File: src/hdl/freq_watchdog_pkg.sv
// constants, types and helpers shared by the frequency select and watchdog logic
//
// Operation
// - programmable off: frequency code from latched straps, or software code when override set
// - programmable frequency enable is zero after power-on
// - strap override is zero after power-on, so straps select the frequency
// - programmable on: CPU frequency from 8-bit numerator, 7-bit denominator and gear constant
// - programmable on: gear and ratio from straps, or software code when override set
// - a write to CPU numerator or denominator starts a frequency load while programmable on and not expired
// - time-out switches to recovery: straps when select is 0, recovery pair when 1
// - recovery pair uses ratio from straps, or software code when override set
// - a write to recovery numerator or denominator starts a frequency load while recovery runs from the recovery pair
// - watchdog enable written 0 stops the timer and reloads its time-out value
// - watchdog enabled starts counting down once a frequency change occurs
// - watchdog expiry activates the recovery frequency and may issue a system reset
// - programmable mode passes every numerator and denominator, covering 50 to 248 MHz
// - expired flag reads 1 after time-out; write 1 clears, write 0 ignored
// - 5-bit load value counts ticks of 150 ms or 2.5 s; zero counts 32 ticks
// - reset-on-expiry enabled gives a reset pulse at time-out, otherwise none
// - reset-on-retune enabled gives a reset pulse after every frequency change
package freq_watchdog_pkg;

	// ----------------------------------------------------------------
	// register byte indices
	// ----------------------------------------------------------------
	localparam logic [7:0] ADDR_CONTROL   = 8'h00;
	localparam logic [7:0] ADDR_FREQ_CODE = 8'h01;
	localparam logic [7:0] ADDR_CPU_NUM   = 8'h02;
	localparam logic [7:0] ADDR_CPU_DEN   = 8'h03;
	localparam logic [7:0] ADDR_RCV_NUM   = 8'h04;
	localparam logic [7:0] ADDR_RCV_DEN   = 8'h05;
	localparam logic [7:0] ADDR_WD_LOAD   = 8'h06;
	localparam logic [7:0] ADDR_STATUS    = 8'h07;

	// ----------------------------------------------------------------
	// control byte fields
	// ----------------------------------------------------------------
	localparam int CTL_PROG_EN     = 7;
	localparam int CTL_OVERRIDE    = 6;
	localparam int CTL_RCV_SELECT  = 5;
	localparam int CTL_WD_ENABLE   = 4;
	localparam int CTL_TICK_SCALE  = 3;
	localparam int CTL_RST_EXPIRY  = 2;
	localparam int CTL_RST_RETUNE  = 1;
	localparam int CTL_EXPIRED     = 0;

	// status byte fields above the latched strap code
	localparam int STS_RATIO_OK    = 5;
	localparam int STS_COUNTING    = 6;
	localparam int STS_STRAP_TAKEN = 7;

	// ----------------------------------------------------------------
	// reset values
	// ----------------------------------------------------------------
	localparam logic       PROG_EN_RESET   = 1'b0;
	localparam logic       OVERRIDE_RESET  = 1'b0;
	localparam logic [4:0] CODE_RESET      = 5'h00;
	localparam logic [7:0] NUM_RESET       = 8'h00;
	localparam logic [6:0] DEN_RESET       = 7'h00;
	localparam logic [4:0] WD_LOAD_RESET   = 5'h0f;

	// ----------------------------------------------------------------
	// timing
	// ----------------------------------------------------------------
	localparam int    CORE_PERIOD_NS   = 8;
	localparam int    REF_PERIOD_NS    = 160;
	localparam int    TICK_SHORT_MS    = 150;
	localparam int    TICK_LONG_MS     = 2500;
	localparam int    RESET_PULSE_NS   = 1000;
	localparam longint TICK_SHORT_EDGES = longint'(TICK_SHORT_MS) * 64'd1000000 / REF_PERIOD_NS;
	localparam longint TICK_LONG_EDGES  = longint'(TICK_LONG_MS) * 64'd1000000 / REF_PERIOD_NS;
	localparam int    RESET_PULSE_CYC  = (RESET_PULSE_NS + CORE_PERIOD_NS - 1) / CORE_PERIOD_NS;
	localparam int    STRAP_SETTLE_CYC = 2;

	// a load value of zero stands for the full 32-tick span
	localparam logic [5:0] WD_FULL_COUNT = 6'h20;

	typedef enum logic [1:0] {
		WD_STOPPED  = 2'b00,
		WD_ARMED    = 2'b01,
		WD_COUNTING = 2'b10,
		WD_EXPIRED  = 2'b11
	} wd_state_t;

	function automatic logic [5:0] wd_start_count(input logic [4:0] load);
		return (load == 5'h00) ? WD_FULL_COUNT : {1'b0, load};
	endfunction

endpackage

File: src/hdl/freq_select_watchdog_recovery.sv
// frequency source selection, watchdog timer and recovery switch-over
`timescale 1ns/100ps
`default_nettype none
module freq_select_watchdog_recovery
	import freq_watchdog_pkg::*;
#(
	parameter logic [23:0] SHORT_EDGES = 24'(TICK_SHORT_EDGES),
	parameter logic [23:0] LONG_EDGES  = 24'(TICK_LONG_EDGES),
	parameter logic [7:0]  RESET_CYC   = 8'(RESET_PULSE_CYC)
) (
	// clock and reset
	input  wire logic       core_clk,
	input  wire logic       rst,
	// pins
	input  wire logic [4:0] strapFreqInputs,
	input  wire logic       refClkPin,
	// register byte port from the bus engine
	input  wire logic       regWrEn,
	input  wire logic [7:0] regAddr,
	input  wire logic [7:0] regWrData,
	output var  logic [7:0] regRdData,
	// frequency to the synthesizer
	output var  logic       outProgrammed,
	output var  logic [4:0] outFreqCode,
	output var  logic [7:0] outNumerator,
	output var  logic [6:0] outDenominator,
	output var  logic       freqLoad,
	output var  logic       recoveryActive,
	// system reset
	output var  logic       sysReset
);

	typedef struct packed {
		logic [4:0]  strapMeta;
		logic [4:0]  strapSync;
		logic [1:0]  settle;
		logic        strapTaken;
		logic [4:0]  latchedStraps;
		logic        progEn;
		logic        strapOverride;
		logic        recoverySourceSelect;
		logic        watchdogEnable;
		logic        watchdogTickScale;
		logic        resetOnExpiryEnable;
		logic        resetOnRetuneEnable;
		logic        watchdogExpiredFlag;
		logic [4:0]  freqCode;
		logic [7:0]  cpuNumerator;
		logic [6:0]  cpuDenominator;
		logic [7:0]  recoveryNumerator;
		logic [6:0]  recoveryDenominator;
		logic [4:0]  watchdogCountLoad;
		wd_state_t   wdState;
		logic [5:0]  wdCount;
		logic        pendingLoad;
		logic        outProgrammed;
		logic [4:0]  outFreqCode;
		logic [7:0]  outNumerator;
		logic [6:0]  outDenominator;
		logic        freqLoad;
		logic [7:0]  resetCount;
		logic        sysReset;
		logic [7:0]  rdData;
	} top_state_t;

	top_state_t s;
	top_state_t next_s;
	logic       tick;
	logic       tgtProgrammed;
	logic [4:0] tgtCode;
	logic [7:0] tgtNum;
	logic [6:0] tgtDen;
	logic       loadNow;
	logic       expireNow;
	logic       clearFlag;
	logic       writeLoad;

	// ----------------------------------------------------------------
	// helpers
	// ----------------------------------------------------------------
	// a cpu pair write reloads only while that pair drives the outputs
	function automatic logic cpu_pair_live(input logic en, input logic expired);
		return en && !expired;
	endfunction

	// a recovery pair write reloads only while recovery runs from that pair
	function automatic logic rcv_pair_live(input logic expired, input logic sel);
		return expired && sel;
	endfunction

	// seven-bit denominator shown as a read byte
	function automatic logic [7:0] den_byte(input logic [6:0] den);
		return {1'b0, den};
	endfunction

	// ----------------------------------------------------------------
	// watchdog time base
	// ----------------------------------------------------------------
	ref_tick_gen #(
		.SHORT_EDGES (SHORT_EDGES),
		.LONG_EDGES  (LONG_EDGES)
	) u_tick (
		.core_clk  (core_clk),
		.rst       (rst),
		.refClkPin (refClkPin),
		.run       (s.wdState == WD_COUNTING),
		.longScale (s.watchdogTickScale),
		.tick      (tick)
	);

	// ----------------------------------------------------------------
	// next state
	// ----------------------------------------------------------------
	always_comb begin
		next_s = s;
		next_s.freqLoad = 1'b0;
		next_s.pendingLoad = 1'b0;
		clearFlag = 1'b0;
		writeLoad = 1'b0;
		expireNow = 1'b0;

		// strap capture once the synchroniser has filled
		next_s.strapMeta = strapFreqInputs;
		next_s.strapSync = s.strapMeta;
		if (!s.strapTaken) begin
			if (s.settle == 2'(STRAP_SETTLE_CYC)) begin
				next_s.latchedStraps = s.strapSync;
				next_s.strapTaken = 1'b1;
			end else begin
				next_s.settle = s.settle + 2'b01;
			end
		end

		// register writes
		if (regWrEn) begin
			if (regAddr == ADDR_CONTROL) begin
				next_s.progEn = regWrData[CTL_PROG_EN];
				next_s.strapOverride = regWrData[CTL_OVERRIDE];
				next_s.recoverySourceSelect = regWrData[CTL_RCV_SELECT];
				next_s.watchdogEnable = regWrData[CTL_WD_ENABLE];
				next_s.watchdogTickScale = regWrData[CTL_TICK_SCALE];
				next_s.resetOnExpiryEnable = regWrData[CTL_RST_EXPIRY];
				next_s.resetOnRetuneEnable = regWrData[CTL_RST_RETUNE];
				clearFlag = regWrData[CTL_EXPIRED];
			end else if (regAddr == ADDR_FREQ_CODE) begin
				next_s.freqCode = regWrData[4:0];
			end else if (regAddr == ADDR_CPU_NUM) begin
				next_s.cpuNumerator = regWrData;
				writeLoad = cpu_pair_live(s.progEn, s.watchdogExpiredFlag);
			end else if (regAddr == ADDR_CPU_DEN) begin
				next_s.cpuDenominator = regWrData[6:0];
				writeLoad = cpu_pair_live(s.progEn, s.watchdogExpiredFlag);
			end else if (regAddr == ADDR_RCV_NUM) begin
				next_s.recoveryNumerator = regWrData;
				writeLoad = rcv_pair_live(s.watchdogExpiredFlag, s.recoverySourceSelect);
			end else if (regAddr == ADDR_RCV_DEN) begin
				next_s.recoveryDenominator = regWrData[6:0];
				writeLoad = rcv_pair_live(s.watchdogExpiredFlag, s.recoverySourceSelect);
			end else if (regAddr == ADDR_WD_LOAD) begin
				next_s.watchdogCountLoad = regWrData[4:0];
			end
		end
		next_s.pendingLoad = writeLoad;

		// frequency source selection from the present settings
		tgtCode = s.strapOverride ? s.freqCode : s.latchedStraps;
		tgtNum = s.cpuNumerator;
		tgtDen = s.cpuDenominator;
		if (s.watchdogExpiredFlag) begin
			if (s.recoverySourceSelect) begin
				tgtProgrammed = 1'b1;
				tgtNum = s.recoveryNumerator;
				tgtDen = s.recoveryDenominator;
			end else begin
				tgtProgrammed = 1'b0;
				tgtCode = s.latchedStraps;
			end
		end else begin
			tgtProgrammed = s.progEn;
		end
		if (!tgtProgrammed) begin
			tgtNum = s.outNumerator;
			tgtDen = s.outDenominator;
		end

		// any pair is passed on unclipped so the full output span is reachable;
		// outputs keep their reset values until the straps are captured
		if (s.strapTaken) begin
			next_s.outProgrammed = tgtProgrammed;
			next_s.outFreqCode = tgtCode;
			next_s.outNumerator = tgtNum;
			next_s.outDenominator = tgtDen;
		end
		loadNow = s.strapTaken && (s.pendingLoad
			|| tgtProgrammed != s.outProgrammed || tgtCode != s.outFreqCode
			|| tgtNum != s.outNumerator || tgtDen != s.outDenominator);
		next_s.freqLoad = loadNow;

		// watchdog
		case (s.wdState)
			WD_STOPPED: begin
				next_s.wdCount = wd_start_count(s.watchdogCountLoad);
				if (s.watchdogEnable) begin
					next_s.wdState = WD_ARMED;
				end
			end
			WD_ARMED: begin
				next_s.wdCount = wd_start_count(s.watchdogCountLoad);
				if (!s.watchdogEnable) begin
					next_s.wdState = WD_STOPPED;
				end else if (loadNow) begin
					next_s.wdState = WD_COUNTING;
				end
			end
			WD_COUNTING: begin
				if (!s.watchdogEnable) begin
					next_s.wdState = WD_STOPPED;
					next_s.wdCount = wd_start_count(s.watchdogCountLoad);
				end else if (tick) begin
					next_s.wdCount = s.wdCount - 6'h01;
					if (s.wdCount == 6'h01) begin
						next_s.wdState = WD_EXPIRED;
						expireNow = 1'b1;
					end
				end
			end
			WD_EXPIRED: begin
				if (!s.watchdogEnable) begin
					next_s.wdState = WD_STOPPED;
				end else if (!s.watchdogExpiredFlag) begin
					next_s.wdState = WD_ARMED;
				end
			end
			default: begin
				next_s.wdState = WD_STOPPED;
			end
		endcase

		// expired flag: a time-out in the clearing cycle wins
		if (expireNow) begin
			next_s.watchdogExpiredFlag = 1'b1;
		end else if (clearFlag) begin
			next_s.watchdogExpiredFlag = 1'b0;
		end

		// system reset pulse
		if ((expireNow && s.resetOnExpiryEnable) || (loadNow && s.resetOnRetuneEnable)) begin
			next_s.resetCount = RESET_CYC;
			next_s.sysReset = 1'b1;
		end else if (s.resetCount != 8'h00) begin
			next_s.resetCount = s.resetCount - 8'h01;
			next_s.sysReset = (s.resetCount != 8'h01);
		end

		// registered read data
		if (regAddr == ADDR_CONTROL) begin
			next_s.rdData = {s.progEn, s.strapOverride, s.recoverySourceSelect, s.watchdogEnable,
				s.watchdogTickScale, s.resetOnExpiryEnable, s.resetOnRetuneEnable,
				s.watchdogExpiredFlag};
		end else if (regAddr == ADDR_FREQ_CODE) begin
			next_s.rdData = {3'h0, s.freqCode};
		end else if (regAddr == ADDR_CPU_NUM) begin
			next_s.rdData = s.cpuNumerator;
		end else if (regAddr == ADDR_CPU_DEN) begin
			next_s.rdData = den_byte(s.cpuDenominator);
		end else if (regAddr == ADDR_RCV_NUM) begin
			next_s.rdData = s.recoveryNumerator;
		end else if (regAddr == ADDR_RCV_DEN) begin
			next_s.rdData = den_byte(s.recoveryDenominator);
		end else if (regAddr == ADDR_WD_LOAD) begin
			next_s.rdData = {3'h0, s.watchdogCountLoad};
		end else if (regAddr == ADDR_STATUS) begin
			next_s.rdData = {s.strapTaken, s.wdState == WD_COUNTING,
				s.outNumerator > {1'b0, s.outDenominator}, s.latchedStraps};
		end else begin
			next_s.rdData = 8'h00;
		end
	end

	// ----------------------------------------------------------------
	// state register
	// ----------------------------------------------------------------
	always_ff @(posedge core_clk) begin
		if (rst) begin
			s <= '0;
			s.progEn <= PROG_EN_RESET;
			s.strapOverride <= OVERRIDE_RESET;
			s.freqCode <= CODE_RESET;
			s.cpuNumerator <= NUM_RESET;
			s.cpuDenominator <= DEN_RESET;
			s.recoveryNumerator <= NUM_RESET;
			s.recoveryDenominator <= DEN_RESET;
			s.watchdogCountLoad <= WD_LOAD_RESET;
			s.wdState <= WD_STOPPED;
		end else begin
			s <= next_s;
		end
	end

	assign regRdData = s.rdData;
	assign outProgrammed = s.outProgrammed;
	assign outFreqCode = s.outFreqCode;
	assign outNumerator = s.outNumerator;
	assign outDenominator = s.outDenominator;
	assign freqLoad = s.freqLoad;
	assign recoveryActive = s.watchdogExpiredFlag;
	assign sysReset = s.sysReset;

endmodule
`default_nettype wire

File: src/hdl/ref_tick_gen.sv
// reference clock sampler and watchdog tick prescaler
`timescale 1ns/100ps
`default_nettype none
module ref_tick_gen
	import freq_watchdog_pkg::*;
#(
	parameter logic [23:0] SHORT_EDGES = 24'(TICK_SHORT_EDGES),
	parameter logic [23:0] LONG_EDGES  = 24'(TICK_LONG_EDGES)
) (
	// clock and reset
	input  wire logic core_clk,
	input  wire logic rst,
	// reference pin
	input  wire logic refClkPin,
	// control
	input  wire logic run,
	input  wire logic longScale,
	// tick pulse
	output var  logic tick
);

	typedef struct packed {
		logic        refMeta;
		logic        refSync;
		logic        refPrev;
		logic [23:0] edgeCount;
		logic        tick;
	} tick_state_t;

	tick_state_t s;
	tick_state_t next_s;
	logic [23:0] limit;

	always_comb begin
		next_s = s;
		next_s.refMeta = refClkPin;
		next_s.refSync = s.refMeta;
		next_s.refPrev = s.refSync;
		next_s.tick = 1'b0;
		limit = longScale ? LONG_EDGES : SHORT_EDGES;
		if (!run) begin
			next_s.edgeCount = 24'h000000;
		end else if (s.refSync && !s.refPrev) begin
			if (s.edgeCount >= limit - 24'h000001) begin
				next_s.edgeCount = 24'h000000;
				next_s.tick = 1'b1;
			end else begin
				next_s.edgeCount = s.edgeCount + 24'h000001;
			end
		end
	end

	always_ff @(posedge core_clk) begin
		if (rst) begin
			s <= '0;
		end else begin
			s <= next_s;
		end
	end

	assign tick = s.tick;

endmodule
`default_nettype wire

File: config.mk
export PLATFORM = sky130hd
export DESIGN_NAME = freq_select_watchdog_recovery
export DESIGN_NICKNAME = d
export VERILOG_FILES = /design/src/hdl/freq_watchdog_pkg.sv /design/src/hdl/freq_select_watchdog_recovery.sv /design/src/hdl/ref_tick_gen.sv
export SDC_FILE = /design/constraint.sdc
export NUM_CORES = 1
export LEC_CHECK = 0
export ABC_AREA = 1
export BUFFER_PORTS_ARGS = -buffer_cell sky130_fd_sc_hd__buf_2
export CAP_MARGIN = 10
export CORE_ASPECT_RATIO = 0.75
export CORE_MARGIN = 5
export CORE_UTILIZATION = 60
export CTS_CLUSTER_DIAMETER = 60
export DETAILED_ROUTE_END_ITERATION = 6
export HOLD_SLACK_MARGIN = 0.1
export PLACE_DENSITY = 0.8
export SLEW_MARGIN = 20
export SYNTH_ARGS = -nofsm -noshare
export SYNTH_HDL_FRONTEND = slang
export SYNTH_SLANG_ARGS = --single-unit
File: constraint.sdc
create_clock -name core_clk -period 2.9 [get_ports core_clk]
set_clock_uncertainty 0.1 [all_clocks]
set_input_delay 0.29 -clock core_clk [delete_from_list [all_inputs] [get_ports core_clk]]
set_output_delay 0.29 -clock core_clk [all_outputs]
set_load 0.02 [all_outputs]
==> results of run 1 <==
-- cells by family (layout without fill, tap and decap cells) --
family | count (synthesis) | after routing | synth area share [%]
buffers and inverters | 211 | 255 | 12.69
flip-flops | 142 | 142 | 37.41
AO/OA/AOI/OAI | 209 | 209 | 15.67
multiplexers | 1 | 1 | 0.1317
adder cells (fa/ha/maj) | 23 | 23 | 3.787
AND/OR/NAND/NOR | 445 | 445 | 27.20
XOR/XNOR | 27 | 27 | 3.112
-- worst paths after layout --
path                                         endpoint  slack (ps)                         from
worst min-delay path               s[81]$_SDFFE_PP0P_         130                 regWrData[6]
worst max-delay path            sysReset$_SDFFE_PP0P_         420  recoveryActive$_SDFFE_PP0P_
worst min register to register      s[107]$_SDFF_PP0_         300       next_s[107]$_SDFF_PP0_
worst max register to register  sysReset$_SDFFE_PP0P_         420  recoveryActive$_SDFFE_PP0P_
-- power breakdown --
group / internal (mW) / switching, mW
combinational: 0.439 / 0.753
sequential: 2.11 / 0.115
clock: 1.48 / 0.834
total: 4.02 / 1.70
-- routing by layer --
layer / part of all wire, % / vias up / routed length [um]
li1: - / 3510 / -
met1: 47 / 3221 / 9198
met2: 40 / 354 / 7797
met3: 11 / 29 / 2172
met4: 1.1 / 0 / 222
met5: 0 / - / 0
-- cell type report --
cell class / instances / area [um2]
fill: 1028 / 3859
inverter: 147 / 551.8
clock inverter: 10 / 163.9
clock buffer: 20 / 456.7
timing repair buffer: 78 / 475.5
multi-input combinational: 705 / 3792
sequential: 142 / 2843
tap: 166 / 207.7
-- through the flow --
step	total power, mW	std cells	area [um2]
after global routing	6.001	1268	8491
after global placement	3.390	1226	7750
after CTS	5.740	1268	8491
after floorplan	3.188	1058	7600
final	5.725	1268	8491
after detailed placement	3.411	1226	7750
-- flip-flops by register name (all words and copies together), names as in the netlist --
register / count
outFreqCode: 5
recoveryActive: 1
outDenominator: 7
u_tick.s: 25
s: 77
outNumerator: 8
next_s: 5
outProgrammed: 1
u_tick.tick: 1
regRdData: 8
sysReset: 1
freqLoad: 1
u_tick.next_s: 2
-- placed cells by master (no fill, tap or decap), types with 5 or more instances in the layout --
cell and n:
nand2_1 166, dfxtp_1 142, inv_1 139, nor2_1 116
a21oi_1 79, nand3_1 78, o21ai_0 69, buf_2 56
nand2_2 27, ha_1 23, a211oi_1 22, xor2_1 17
clkbuf_16 17, dlygate4sd3_1 12, nor2_2 10, nand4_1 10
xnor2_1 10, buf_4 10, nor4_1 9, inv_2 7
nor3_1 7, o211ai_1 7, o22ai_1 7, a221oi_1 5
-- critical path, stage by stage (launching register included) --
cell and delay (ps):
dfxtp_1 550, inv_2 130, nand2_4 190, nand2_4 180, inv_2 230, nor2_1 60
nand2_1 60, nand2_1 50, nor2_1 120, nand3_1 130, nor2_2 120, nand2_2 100
nand3_4 120, nand4_1 90, nand2_1 80, inv_1 40
==> impl_metrics.yaml, run 1 <==
global_routing:
  antenna_found_initial: 0
  met2_usage_pct: 36.82
  grt_start_max_net_pins: 71
  grt_usage_pct: 26.23
  grt_pass1_vias: 6302
  globalRouteOverflowTotal: 0
  grt-busiest-layer: "met1"
  grt_first_pass_wirelength_mm: 31.77
  met1_usage_pct: 39.74
  use_met3_pct: 6.838
floorplanning:
  ios: 57
  die_area_um2: 15040
  initial_core_util_pct: 61.54
  die_w_um: 140.0
  num_rows: 35
  dieHeight_um: 107.5
  core_area_um2: 12350
clocking:
  postCtsHoldBufs: 12
  clk_pin_slew_ps: 60
  htreeDepth: 4
  ctsRootBufferMaster: "clkbuf_16"
  clock_latency_ps: 420
  numCtsBuffers: 17
  cts_buffer_depth: 2
  post_cts_buffers: 0
  cts.sinks: 142
  cts_tree: "built"
  cts_resized: 0
route:
  drtAntennaViolNets: 0
  first_pass_iters: 6
  wire_per_inst_um: 15.29
  drc: 0
  via_count: 7114
  drt_iter0_markers: 786
  drt_wl_total_mm: 19.39
  vias_per_cell: 5.610
layout:
  synthToLayoutAreaGrowth_pct: 11.72
  num_antenna_cells: 0
  drive_gt1_share_pct: 14.16
  nNetsFinal: 1139
  final_util_pct: 68.75
sta:
  layout_min_cycle_time_ps: 2480
  finalCritPeriodShare_pct: 85.50
  maxSlewHeadroom_pct: 47.09
  setup_ws_ps: 420.5
  holdWs_ps: 127.4
  worst_slew_pin_slew_ps: 792.8
  rsz0062_at_grt: "no"
  fin_tns_setup_ps: 0
  slew_violations: 0
  hold_viol_final: 0
  fmaxAchievable_mhz: 403.3
  report.final.setup_viol: 0
worst_hold_path:
  min_path_type: "primary input to register"
  min_path_cells: 3
synthesis:
  yosysUniqueCellTypes: 52
  yosysMostFrequentCell: "nand2_1"
  synth_warnings: 0
  synth-seq-cells: 142
  syn_inst: 1058
  synth_area_leaders: "dfxtp_1 (37%), nand2_1 (8.2%), inv_1 (6.9%), nor2_1 (5.7%), a21oi_1 (5.2%)"
  async_reset_ff_share_pct: 0
  synth_top_area_share_pct: 37.41
  synthTopCellsByCount: "nand2_1 (166), dfxtp_1 (142), inv_1 (139)"
  syn-num-nets: 1106
  synth_top_cell_by_area: "dfxtp_1"
  synth_area_per_cell_um2: 7.183
  netlist_area_um2: 7600
  yosysSeqAreaShare_pct: 37.41
  synth_edf_count: 0
  ys.flop_type: "dfxtp_1"
setup_path:
  cp.required_ps: 3120
  cp-end-kind: "register"
  r2r_cells: 15
  worst-setup-path-type: "register to register"
  crit_fanout: 23
  crit_arrival_ps: 2700
  worst_setup_path_start_kind: "register"
placement:
  port_buffers: 56
  dpl_worst_slack_ps: 468.1
  gp_congestion: 0.9923
  hpwl_mm: 13.95
job:
  max_cap_viol_count: 0
power_and_ir_drop:
  irDropWorstVdd_uv: 607.1
  leakagePower_nw: 3.753
  power.density_nw_per_um2: 674.2
outcome:
  outcome: "finished clean"
No activity file was read; power rests on OpenSTA's default activity.
==> inputs of run 2 (changes only) <==
clock period = 2.87 ns   (was 2.9 ns; I/O delays follow)
==> run 2 against run 1 <==
  * The flow now finishes with violations (design-rule violations)
  * Sequential power barely moved
  * Via count is 0.77% lower
  * Sequential share of layout area increased by 0.10 points
  * First-iteration DRC count increased by 24%
  * Worst setup slack got worse by 44 ps
  * Global-route usage increased by 0.67 points
  * Utilization decreased by 0.21 points
  * Highest routed layer unchanged
  * Cell count about the same
  * Cell area shrank 0.31%
  * Clock power decreased by 4%
  * Largest cell class unchanged
  * Flip-flop and latch count did not move
==> impl_metrics.yaml, run 2 (synthesis results as in run 1) <==
route:
  vias_per_cell: 5.563
  via_count: 7059
  wire_per_inst_um: 15.65
  first_pass_iters: 7
  drc: 2
  drt_iter0_markers: 977
  drt_wl_total_mm: 19.86
  drtAntennaViolNets: 0
sta:
  slew_violations: 0
  fin_tns_setup_ps: 0
  hold_viol_final: 0
  layout_min_cycle_time_ps: 2494
  fmaxAchievable_mhz: 401.0
  setup_ws_ps: 376.1
  maxSlewHeadroom_pct: 47.63
  worst_slew_pin_slew_ps: 784.7
  rsz0062_at_grt: "no"
  report.final.setup_viol: 0
  finalCritPeriodShare_pct: 86.89
placement:
  dpl_worst_slack_ps: 438.3
  hpwl_mm: 14.33
  placed_area_um2: 7757
  port_buffers: 56
  gp_congestion: 0.9873
floorplanning:
  core_area_um2: 12350
  num_rows: 35
  initial_core_util_pct: 61.54
  dieHeight_um: 107.5
  die_area_um2: 15040
  die_w_um: 140.0
  ios: 57
layout:
  drive_gt1_share_pct: 14.23
  largest_reg_flops: 77
  num-fill-cells: 1056
  reg.largest.list: "s x77, u_tick.s x25"
  final_cell_mix: "nand2_1 (166), dfxtp_1 (142), inv_1 (139)"
  regMostFlops: "s"
  nNetsFinal: 1140
  stdcell_area_um2: 8464
  num_antenna_cells: 0
  synthToLayoutAreaGrowth_pct: 11.38
  layout_commonest_cell: "nand2_1"
setup_path:
  cp-end-kind: "register"
  cp-startpoint: "recoveryActive$_SDFFE_PP0P_"
  r2r_cells: 15
  cp.required_ps: 3090
  slowest_stage: "dfxtp_1"
  slowest_delay_ps: 550
  timing.rr.end: "sysReset$_SDFFE_PP0P_"
  endpoint: "sysReset$_SDFFE_PP0P_"
  crit_arrival_ps: 2720
  worst-setup-path-type: "register to register"
  worst_setup_path_start_kind: "register"
  cp_cell_sequence: "inv_2 > nand2_4 > nand2_4 > inv_2 > nor2_1 > nand2_1 > nand2_1 > nor2_1 > nand3_1 > nor2_2 > nand2_2 > nand3_4 > nand4_1 > nand2_1 > inv_1"
  crit_fanout: 23
  crit_top_cell: "nand2_1"
  r2r_slack_ps: 380
  r2r_start: "recoveryActive$_SDFFE_PP0P_"
worst_hold_path:
  min_path_cells: 3
  min_from: "regWrData[6]"
  min_path_type: "primary input to register"
global_routing:
  use_met3_pct: 7.726
  antenna_found_initial: 0
  met1_usage_pct: 40.36
  grt-busiest-layer: "met1"
  met2_usage_pct: 37.27
  globalRouteOverflowTotal: 0
  grt_start_max_net_pins: 41
  grt_first_pass_wirelength_mm: 32.55
  grt_usage_pct: 26.91
  grt_pass1_vias: 6466
power_and_ir_drop:
  leakagePower_nw: 3.733
  power_mw: 5.668
  power.density_nw_per_um2: 669.6
  irDropWorstVdd_uv: 514.7
clocking:
  clk_pin_slew_ps: 60
  cts_buffer_depth: 2
  htreeDepth: 4
  cts_resized: 0
  clock_latency_ps: 420
  ctsRootBufferMaster: "clkbuf_16"
  numCtsBuffers: 17
  cts_tree: "built"
  cts.sinks: 142
outcome:
  violations: "design-rule violations"
  outcome: "finished with violations"
job:
  max_cap_viol_count: 0
-- run 2: changes by cell type in the layout (fill, tap and decap cells not counted) --
cell | before | now
clkinv_4 | 3 | 1
clkinvlp_4 | 1 | 4
clkinv_2 | 2 | 3
buf_4 | 10 | 11
bufinv_16 | 4 | 3
clkbuf_8 | 2 | 1
-- run 2: timing repair --
| action | CTS | global route |
|---|---|---|
| hold buffers | 12 | 0 |
| setup buffers | 0 | 0 |
| hold endpoints to repair | 15 | 0 |
-- run 2: metrics by stage --
stage	std cells	util, %	hold WS [ps]
final	1269	68.54	111.2
after global routing	1269	68.54	125.5
after CTS	1269	68.54	103.9
after detailed placement	1227	62.82	293.0
after global placement	1227	62.82	289.0
after floorplan	1058	-	288.3
-- run 2: routing by layer --
metal / up-vias / routed length (um)
li1: 3514 / -
met4: 0 / 318
met3: 43 / 2281
met1: 3146 / 9331
met5: - / 0
met2: 356 / 7924
-- run 2: worst min path at each step --
stage | end
floorplan | s[104]$_SDFF_PP0_
global placement | s[106]$_SDFF_PP0_
detailed placement | s[104]$_SDFF_PP0_
CTS | s[94]$_SDFFE_PP0P_
global route | s[39]$_SDFF_PP0_
finish | s[66]$_SDFFE_PP0P_
-- run 2: worst max-delay path: cells and delay by family, from the launching register on --
kind / cells / cell delay (ps)
DFF: 1 / 550
and+or+nand+nor: 12 / 1320
buffers and inverters: 3 / 400
-- run 2: layout make-up --
class	instances	area (um2)	area share [%]
Timing Repair Buffer	79	483.0	5.706
Multi-Input combinational cell	705	3792	44.80
Inverter	147	551.8	6.519
Clock inverter	11	143.9	1.700
Sequential cell	142	2843	33.58
Tap cell	166	207.7	2.454
Clock buffer	19	442.9	5.233
-- run 2: report_power, final --
group / internal [mW] / switching (mW) / leakage [nW]
logic: 0.447 / 0.752 / 2.30
registers: 2.13 / 0.116 / 1.15
clock network: 1.37 / 0.848 / 0.277
